==> src/hdl/ocs_pkg.sv <==
// Shared constants for the oscillator clock select block
package ocs_pkg;

	// Register indices; each register is one aligned 32-bit word
	localparam logic [15:0] IDX_TB_STOP_CFG   = 16'h001D;
	localparam logic [15:0] IDX_MAIN_OPTION   = 16'hFFCF;
	localparam logic [15:0] IDX_OSC_STATUS    = 16'h0020;
	// Byte addresses are four times the index, so 18 address bits
	localparam logic [17:0] ADDR_TB_STOP_CFG  = {IDX_TB_STOP_CFG, 2'h0};
	localparam logic [17:0] ADDR_MAIN_OPTION  = {IDX_MAIN_OPTION, 2'h0};
	localparam logic [17:0] ADDR_OSC_STATUS   = {IDX_OSC_STATUS, 2'h0};

	// Field positions in the timebase and stop configuration register
	localparam int TB_SEL_LO_POS       = 0;
	localparam int STOP_RC_KEEP_POS    = 2;
	localparam int STOP_XTAL_KEEP_POS  = 3;
	localparam int STOP_INT_OFF_POS    = 4;
	// Field position of the main source select in the option byte
	localparam int MAIN_SEL_LO_POS     = 0;

	// Values after reset
	localparam logic [7:0] CFG_RESET    = 8'h00;
	localparam logic [7:0] OPTION_RESET = 8'h00;

	// Main source select codes
	localparam logic [1:0] MAIN_NONE = 2'h0;
	localparam logic [1:0] MAIN_INT  = 2'h1;
	localparam logic [1:0] MAIN_RC   = 2'h2;
	localparam logic [1:0] MAIN_XTAL = 2'h3;

	// Timebase source select codes
	localparam logic [1:0] TB_INT    = 2'h0;
	localparam logic [1:0] TB_RC     = 2'h1;
	localparam logic [1:0] TB_XTAL   = 2'h2;
	localparam logic [1:0] TB_UNUSED = 2'h3;

	// Power mode of the device
	typedef enum logic [1:0] {
		OCS_RUN  = 2'b00,
		OCS_WAIT = 2'b01,
		OCS_STOP = 2'b11,
		OCS_BRK  = 2'b10
	} ocs_mode_t;

endpackage : ocs_pkg

==> src/hdl/ocs_sync.sv <==
// Three-stage synchroniser with agreement filter for a pin level
`timescale 1ns/10ps
module ocs_sync (
	input  wire logic CLK,     // System clock
	input  wire logic RESET_N, // Synchronous reset, active low
	input  wire logic din,     // Asynchronous level
	output logic      dout     // Filtered level
);
	typedef struct packed {
		logic s1;
		logic s2;
		logic s3;
		logic q;
	} ocs_sync_t;

	ocs_sync_t st;
	ocs_sync_t next_st;

	// Output changes only when the last two stages agree
	always_comb begin
		next_st    = st;
		next_st.s1 = din;
		next_st.s2 = st.s1;
		next_st.s3 = st.s2;
		if (st.s2 == st.s3) begin
			next_st.q = st.s3;
		end
	end

	// State register
	always_ff @(posedge CLK) begin
		if (!RESET_N) begin
			st <= '0;
		end else begin
			st <= next_st;
		end
	end

	assign dout = st.q;
endmodule : ocs_sync

==> src/hdl/ocs_apb.sv <==
// APB slave decode for the oscillator select registers
`timescale 1ns/10ps
module ocs_apb (
	input  wire logic        psel,     // Select
	input  wire logic        penable,  // Access phase
	input  wire logic        pwrite,   // Direction
	input  wire logic [17:0] paddr,    // Byte address
	input  wire logic [7:0]  cfg,      // Config register value
	input  wire logic [7:0]  option,   // Option byte value
	input  wire logic [7:0]  status,   // Status value
	output logic             cfg_we,   // Write strobe for config
	output logic [31:0]      rdata,    // Read data
	output logic             slverr    // Unmapped address
);
	logic hit_cfg;
	logic hit_opt;
	logic hit_sta;

	// Address decode; the option byte is read only
	always_comb begin
		hit_cfg = (paddr == ocs_pkg::ADDR_TB_STOP_CFG);
		hit_opt = (paddr == ocs_pkg::ADDR_MAIN_OPTION);
		hit_sta = (paddr == ocs_pkg::ADDR_OSC_STATUS);
		cfg_we  = psel && penable && pwrite && hit_cfg;
		rdata   = 32'h00000000;
		if (hit_cfg) begin
			rdata = {24'h000000, cfg};
		end else if (hit_opt) begin
			rdata = {24'h000000, option};
		end else if (hit_sta) begin
			rdata = {24'h000000, status};
		end
		// Writes to read-only words are flagged too
		slverr = psel && penable &&
			(!(hit_cfg || hit_opt || hit_sta) || (pwrite && !hit_cfg));
	end
endmodule : ocs_apb

==> src/hdl/ocs_top.sv <==
// Oscillator clock select: source choice, pin drive and power-mode gating
//
// Function
// The main source comes from a two-bit field of the option byte.
// Codes 01, 10, 11 pick internal, RC, crystal; 00 picks nothing.
// Output pin carries the crystal amplifier when crystal, else bus clock.
// Timebase source field: 00 internal, 01 RC, 10 crystal, 11 unused.
// RC or crystal reach the timebase only if also the main source.
// The internal oscillator runs after every reset whatever the choice.
// The watchdog always gets the internal oscillator clock.
// Software should not use the internal oscillator as PLL reference.
// Stop halts the RC or crystal unless its keep-on bit was set.
// Stop keeps the internal oscillator unless its off bit was set.
// Wait leaves all oscillators and clock outputs untouched.
// Break keeps the main reference clock running without a gap; a concurrent stop still wins and applies stop gating.
// The system integration enable gates all three oscillators.
// The PLL reference is a buffered copy of the main reference.
// RC and crystal never run together; one excludes the other.
// Selections are static after reset; no glitch-free switching; the timebase select can still be rewritten at any time.
`timescale 1ns/10ps
module ocs_top (
	input  wire logic        CLK,           // System clock, 10 MHz
	input  wire logic        RESET_N,       // Synchronous reset, active low
	input  wire logic        PSEL,          // APB select
	input  wire logic        PENABLE,       // APB access phase
	input  wire logic        PWRITE,        // APB direction
	input  wire logic [17:0] PADDR,         // APB byte address
	input  wire logic [31:0] PWDATA,        // APB write data
	output logic [31:0]      PRDATA,        // APB read data
	output logic             PREADY,        // APB ready
	output logic             PSLVERR,       // APB error
	input  wire logic [7:0]  OPTION_BYTE,   // Non-volatile option byte
	input  wire logic        OSC_ENABLE_FROM_SYSINT, // Oscillator enable
	input  wire logic        STOP_REQ,      // Stop mode active
	input  wire logic        WAIT_REQ,      // Wait mode active
	input  wire logic        BREAK_REQ,     // Debug break active
	input  wire logic        BUS_CLOCK,     // Internal bus clock
	input  wire logic        INTERNAL_OSC_CLOCK, // Internal osc raw clock
	input  wire logic        RC_OSC_CLOCK,  // RC osc raw clock
	input  wire logic        CRYSTAL_OSC_CLOCK,  // Crystal osc raw clock
	input  wire logic        XTAL_AMP_OUT,  // Crystal inverting amp output
	output logic             INTERNAL_OSC_EN, // Internal osc power enable
	output logic             RC_OSC_EN,     // RC osc power enable
	output logic             CRYSTAL_OSC_EN, // Crystal osc power enable
	output logic             MAIN_REF_CLOCK, // Main reference clock
	output logic             PLL_REF_CLOCK, // Buffered main reference
	output logic             TIMEBASE_REF_CLOCK, // Timebase reference
	output logic             WATCHDOG_REF_CLOCK, // Watchdog reference
	output logic             OSC_OUTPUT_PIN // Second oscillator pin
);
	typedef struct packed {
		logic [7:0]        cfg;
		logic [7:0]        option;
		logic              opt_loaded;
		ocs_pkg::ocs_mode_t mode;
		logic              stop_int_off;
		logic              stop_rc_keep;
		logic              stop_xtal_keep;
		logic              int_en;
		logic              rc_en;
		logic              xtal_en;
	} ocs_state_t;

	ocs_state_t st;
	ocs_state_t next_st;

	logic       stop_s;
	logic       cfg_we;
	logic [31:0] rdata;
	logic       slverr;
	logic [1:0] main_sel;
	logic [1:0] tb_sel;
	logic [7:0] status;
	logic       main_clk;

	// Stop request is a level from another block timing domain
	ocs_sync u_stop_sync (
		.CLK     (CLK),
		.RESET_N (RESET_N),
		.din     (STOP_REQ),
		.dout    (stop_s)
	);

	// Field extraction from the held copies
	assign main_sel = st.option[ocs_pkg::MAIN_SEL_LO_POS +: 2];
	assign tb_sel   = st.cfg[ocs_pkg::TB_SEL_LO_POS +: 2];

	// Status word shows live enables and mode
	assign status = {st.mode, 1'b0, st.xtal_en, st.rc_en, st.int_en,
		main_sel};

	ocs_apb u_apb (
		.psel    (PSEL),
		.penable (PENABLE),
		.pwrite  (PWRITE),
		.paddr   (PADDR),
		.cfg     (st.cfg),
		.option  (st.option),
		.status  (status),
		.cfg_we  (cfg_we),
		.rdata   (rdata),
		.slverr  (slverr)
	);

	// Zero-wait slave: every access completes in its first access cycle
	assign PREADY  = 1'b1;
	assign PRDATA  = rdata;
	assign PSLVERR = slverr;

	// Next-state logic: option capture, config write, mode and enables
	always_comb begin
		next_st = st;
		// Option captured once after reset release, then frozen
		if (!st.opt_loaded) begin
			next_st.option     = OPTION_BYTE;
			next_st.opt_loaded = 1'b1;
		end
		if (cfg_we) begin
			next_st.cfg = PWDATA[7:0];
		end
		// Stop takes precedence; break and wait leave the clocks alone
		if (stop_s) begin
			next_st.mode = ocs_pkg::OCS_STOP;
		end else if (BREAK_REQ) begin
			next_st.mode = ocs_pkg::OCS_BRK;
		end else if (WAIT_REQ) begin
			next_st.mode = ocs_pkg::OCS_WAIT;
		end else begin
			next_st.mode = ocs_pkg::OCS_RUN;
		end
		// Stop bits are latched on entry, so late writes do not count
		if (stop_s && st.mode != ocs_pkg::OCS_STOP) begin
			next_st.stop_int_off   = st.cfg[ocs_pkg::STOP_INT_OFF_POS];
			next_st.stop_rc_keep   = st.cfg[ocs_pkg::STOP_RC_KEEP_POS];
			next_st.stop_xtal_keep = st.cfg[ocs_pkg::STOP_XTAL_KEEP_POS];
		end
		// Oscillator enables: sysint gate, source choice, stop gating
		next_st.int_en = OSC_ENABLE_FROM_SYSINT;
		next_st.rc_en  = OSC_ENABLE_FROM_SYSINT &&
			st.opt_loaded && (main_sel == ocs_pkg::MAIN_RC);
		next_st.xtal_en = OSC_ENABLE_FROM_SYSINT &&
			st.opt_loaded && (main_sel == ocs_pkg::MAIN_XTAL);
		if (st.mode == ocs_pkg::OCS_STOP) begin
			if (st.stop_int_off) begin
				next_st.int_en = 1'b0;
			end
			if (!st.stop_rc_keep) begin
				next_st.rc_en = 1'b0;
			end
			if (!st.stop_xtal_keep) begin
				next_st.xtal_en = 1'b0;
			end
		end
	end

	// State register
	always_ff @(posedge CLK) begin
		if (!RESET_N) begin
			st <= '{cfg: ocs_pkg::CFG_RESET,
				option: ocs_pkg::OPTION_RESET,
				opt_loaded: 1'b0,
				mode: ocs_pkg::OCS_RUN,
				stop_int_off: 1'b0,
				stop_rc_keep: 1'b0,
				stop_xtal_keep: 1'b0,
				int_en: 1'b1,
				rc_en: 1'b0,
				xtal_en: 1'b0};
		end else begin
			st <= next_st;
		end
	end

	// Enables leave the block from flip-flops
	assign INTERNAL_OSC_EN = st.int_en;
	assign RC_OSC_EN       = st.rc_en;
	assign CRYSTAL_OSC_EN  = st.xtal_en;

	// Main clock mux; plain gating, so selection must stay static
	always_comb begin
		unique case (main_sel)
			ocs_pkg::MAIN_INT:  main_clk = INTERNAL_OSC_CLOCK &
				st.int_en;
			ocs_pkg::MAIN_RC:   main_clk = RC_OSC_CLOCK & st.rc_en;
			ocs_pkg::MAIN_XTAL: main_clk = CRYSTAL_OSC_CLOCK &
				st.xtal_en;
			default:            main_clk = 1'b0;
		endcase
	end

	assign MAIN_REF_CLOCK = main_clk;
	assign PLL_REF_CLOCK  = main_clk;

	// Timebase clock; RC or crystal only when also the main source
	always_comb begin
		unique case (tb_sel)
			ocs_pkg::TB_INT:  TIMEBASE_REF_CLOCK = INTERNAL_OSC_CLOCK &
				st.int_en;
			ocs_pkg::TB_RC:   TIMEBASE_REF_CLOCK = RC_OSC_CLOCK &
				st.rc_en & (main_sel == ocs_pkg::MAIN_RC);
			ocs_pkg::TB_XTAL: TIMEBASE_REF_CLOCK = CRYSTAL_OSC_CLOCK &
				st.xtal_en & (main_sel == ocs_pkg::MAIN_XTAL);
			default:          TIMEBASE_REF_CLOCK = 1'b0;
		endcase
	end

	// Watchdog is tied to the internal oscillator regardless of selects
	assign WATCHDOG_REF_CLOCK = INTERNAL_OSC_CLOCK & st.int_en;

	// Second oscillator pin drive
	assign OSC_OUTPUT_PIN = (main_sel == ocs_pkg::MAIN_XTAL) ?
		XTAL_AMP_OUT : BUS_CLOCK;

endmodule : ocs_top

==> config.mk <==
export PLATFORM = sky130hd
export DESIGN_NAME = ocs_top
export DESIGN_NICKNAME = d
export VERILOG_FILES = /design/src/hdl/ocs_pkg.sv /design/src/hdl/ocs_sync.sv /design/src/hdl/ocs_apb.sv /design/src/hdl/ocs_top.sv
export SDC_FILE = /design/constraint.sdc
export NUM_CORES = 1
export LEC_CHECK = 0
export BUFFER_PORTS_ARGS = -buffer_cell sky130_fd_sc_hd__buf_2
export CORE_UTILIZATION = 37
export CTS_CLUSTER_SIZE = 16
export DETAILED_ROUTE_END_ITERATION = 8
export PLACE_DENSITY_LB_ADDON = 0.1
export SLEW_MARGIN = 40
export SYNTH_ARGS = -nofsm -noshare
export SYNTH_HDL_FRONTEND = slang
export SYNTH_SLANG_ARGS = --single-unit
==> constraint.sdc <==
create_clock -name CLK -period 2.14 [get_ports CLK]
set_clock_uncertainty 0.2 [all_clocks]
set_input_delay 0.428 -clock CLK [delete_from_list [all_inputs] [get_ports CLK]]
set_output_delay 0.428 -clock CLK [all_outputs]
set_load 0.02 [all_outputs]
Word level (Yosys, flattened, before mapping) --
Cells that the tools add are included.
Storage, ports and cells: flip-flop bits (word level) 29, output and inout port bits 42
Operators by class: equal/unequal tests 11, multiplexer cells 13, bitwise logic cells 5, reductions and logical operators 15
Operators by type and width (number):
- 32-bit two-way mux | 2
- 18-bit equality test (second input constant) | 1
- 18-bit by 7-bit equality test with 1-bit output (second input constant) | 1
- 18-bit by 8-bit equality test with 1-bit output (second input constant) | 1
- 1-bit logical AND | 9
- 2-bit equality test (second input constant) | 4
- 8-bit two-way mux | 1
- 1-bit one-hot mux with 3 select lines | 2
- 1-bit AND | 5
- 1-bit two-way mux | 5
- 2-bit by 1-bit equality test with 1-bit output (second input constant) | 2
- 2-bit two-way mux | 2
- 1-bit logical OR | 3
- 3-bit two-way mux | 1
- 1-bit logical NOT | 2
- 2-bit logical NOT | 1
- 2-bit inequality test (second input constant) | 1
- 1-bit equality test | 1

Logic depth before layout (Yosys ltp) --
depth after elaboration 6, mapped depth 6, depth with buffers taken out 4

Modules after synthesis --
From an unflattened synthesis, not the netlist that was laid out.
Second synthesis, totals: cells, all modules 180, area total of the unflattened synthesis 1735.4 um^2
By module, submodules not included:
- ocs_top | times used 1, cells an instance 97, area an instance 1023.5 um^2, seq. area each 500.5 um^2
- ocs_apb | times used 1, cells an instance 73, area an instance 595.6 um^2, seq. area each 0.0 um^2
- ocs_sync | times used 1, cells an instance 10, area an instance 116.4 um^2, seq. area each 80.1 um^2

Worst setup path before layout --
Ideal clock, no wire load.
path kind input to output, start point in PADDR[13], end point out PRDATA[2], arrival 1.717 ns, required time 1.512 ns, slack -0.205 ns, stages 5, path through nor3_1 -> nand4_4 -> or2_0 -> clkbuf_1 -> a31oi_1
Between the ends: cells in the longest elaborated chain, start to end 4, elaborated cells between the ends (all ways) 6, classes of those cells 3 x eq/ne; 3 x mux
Ends and longest elaborated chain:
- start: declaration | line ocs_top.sv:27 | input wire logic [17:0] PADDR,
- 18-bit by 8-bit equality test with 1-bit output | line ocs_apb.sv:23 | hit_sta = (paddr == ocs_pkg::ADDR_OSC_STATUS);
- 8-bit two-way mux | line ocs_apb.sv:30 | end else if (hit_sta) begin
- 32-bit two-way mux | line ocs_apb.sv:28 | end else if (hit_opt) begin
- 32-bit two-way mux (*) | line ocs_apb.sv:26 | if (hit_cfg) begin
- end: declaration | line ocs_top.sv:29 | output logic [31:0] PRDATA,
Mark *: on every way between the ends. The rest lies on a longest branch, timed or not.

Worst setup path after layout --
start point in PADDR[15], end point out PRDATA[4]
The elaborated chain is that of the path after synthesis.

==> out/metrics.cfg <==
[final_layout]
final_nets=344
area_delta_synth_final_pct=49.4
diodes=0
drive_gt1_share_pct=45.1
fill_cells=387
finalCoreUtilization_pct=57.4
multiInputGateArea_mm2=0.00112
regArea_um2=581

[floorplan]
rows=24
ioPinCount=114
die_w_um=69.0
initial_core_util_pct=38.4
die-area_mm2=0.00476
die-height_um=69.0
core_mm2=0.00432

[timing]
fin_crit_sh_pct=110
report.final.slew_viol_count=0
hold_viol=0
fin_crit_ps=2340
relSlewSlack_pct=64.3
rsz0062_at_grt=true
fmax_ghz=0.426
setup_viol=9
tightestPinTransition_ps=535
setup_slack_ps=-205

[flow_run]
maxCapViolations=0

[clock_tree]
path_clk_slew_ps=60
cts-root-buf=clkbuf_8
insertion_delay_ps=280
clk_path_buf_depth=2
h-tree-depth=2
cts_tree=done
cts_inserted_buffers=5
cts_setup_buffers=0
cts.sinks=29

[global_route]
grtUsageTotal_pct=17.2
antenna_found_initial=0
grt_pass1_vias=1421
grt_pass1_wl_um=6470
grt_overflow=0
grt_max_degree=28

[synthesis]
async_reset_ff_share_pct=0
yosys.area.top_type_share_pct=34.9
synthTopCellsByArea=dfxtp_1 35%, buf_4 12%, mux2i_1 10%, nand2_1 5.9%, nand3_1 4.8%
mappedNetlistArea_mm2=0.00166
ys_top_cells_by_count=29 x dfxtp_1, 26 x buf_4, 26 x nand2_1, 17 x mux2i_1, 16 x nand3_1
synth-seq-cells=29
yosysSeqAreaShare_pct=34.9
ys_warn_count=0
synthFlopType=dfxtp_1
yosysUniqueCellTypes=35
synth.avg_cell_area_um2=8.65
syn_inst=192
yosysMostFrequentCell=dfxtp_1
yosysTopAreaCell=dfxtp_1
synth_edf_count=0

[min_path]
hp-class=input pin to register

[critical_path]
reg2reg_slack_ps=750
worstPathMaxFanout=5
critical_path_required_ps=1510
startpoint_type=input pin
worstSetupEndpointType=output pin
crit_type=input pin to output pin
crit_arrival_ps=1720

[pwr]
p_leak_nw=1.06
total_power_mw=1.34
power_density_mw_per_mm2=541
peakVddDrop_v=0.000433

[routing]
drc_errors=0
drt_first_pass_iters=7
wl_per_cell_um=12.2
detail-route-antenna-nets=0
vias=1575
drt-total-wl_um=3950
first_iter_violations=53
via_per_inst=4.85

[placement]
dpl_worst_slack_ps=-329
port_buffers=64
gp_congestion=0.788
dp_hpwl_um=2970

[run_status]
status=complete, but fails checks
violations=negative setup slack

cell usage in the layout (no fill, tap or decap), types with 2 or more instances in the layout:
master     count
nand2_1       26
buf_4         16
o21ai_1        2
nand3_1       11
clkbuf_8       6
buf_6         16
nor3_2         4
o2bb2ai_4      2
buf_2         51
nor2_1         3
nor3_1         4
nor4_4         2
mux2i_1       17
inv_1          2
nand3_2        5
nand4b_1       3
nor3_4         2
dfxtp_1       29
nor2b_1        9
and2_1         3
o21a_1         4
nand4_1        3
a31oi_4        5
conb_1        25
a21boi_0       4
o21ai_0        2
or2_4          2
registers in the layout (all words and copies together), names as in the netlist:
name,flops
u_stop_sync.next_st,2
CRYSTAL_OSC_EN,1
main_sel,2
INTERNAL_OSC_EN,1
u_stop_sync.st,1
u_stop_sync.dout,1
st,20
RC_OSC_EN,1
path summary, 6_finish.rpt:
check / from / end / cells past startpoint
worst max-delay path: PADDR[15] / PRDATA[4] / 7
worst min register to register: u_stop_sync.next_st[2] / u_stop_sync.next_st[1] / 1
worst min-delay path: STOP_REQ / u_stop_sync.next_st[2] / 2
worst max register to register: st[8] / RC_OSC_EN / 2
stage by stage:
stage	instances	TNS [ps]	area (um2)	hold slack, ps
finish	325	-1690	2480	147
global route	325	-2200	2480	144
CTS	325	-1790	2430	139
detailed placement	316	-2680	2170	221
global placement	316	-2680	2170	219
floorplan	215	-470	1870	212
area by class of cell:
class	count	area share, %
multi-input combinational	149	45.1
timing repair buffer	85	23.8
sequential	29	23.4
clock buffer	6	3.33
tap	52	2.62
clock inverter	2	1.51
inverter	2	0.302
critical path, stage by stage:
cell and delay, ps:
buf_8 100, nor4_4 340, nand4_4 160, or2_4 270, buf_6 150, a31oi_4 130, buf_6 140
what timing repair did:
item	in CTS	in global routing
hold buffers	0	0
pin swaps	13	7
endpoints found under the setup margin	9	9
cloned	1	0
gates resized for setup	37	12
power by group:
group | internal [mW] | total, mW | switching [mW]
sequential | 0.556 | 0.572 | 0.0168
combinational | 0.0754 | 0.180 | 0.105
clock | 0.378 | 0.591 | 0.213
total | 1.01 | 1.34 | 0.335
kinds of logic (layout without fill, tap and decap cells):
group / after synthesis / in the layout / share of synthesized area (%)
mux: 18 / 18 / 10.9
compound gates: 23 / 23 / 9.94
simple gates: 83 / 83 / 29.0
other cells: 2 / 25 / 0.452
buf+inv: 37 / 95 / 14.8
flops: 29 / 29 / 34.9
layer usage:
| metal | vias up | wire length (um) | track usage (%) |
|---|---|---|---|
| li1 | 779 | - | - |
| met1 | 729 | 1660 | 20.5 |
| met2 | 61 | 1920 | 28.0 |
| met3 | 6 | 301 | 5.56 |
| met4 | 0 | 64 | 7.48 |
| met5 | - | 0 | 0 |
Power figures use the tool's default switching activity.
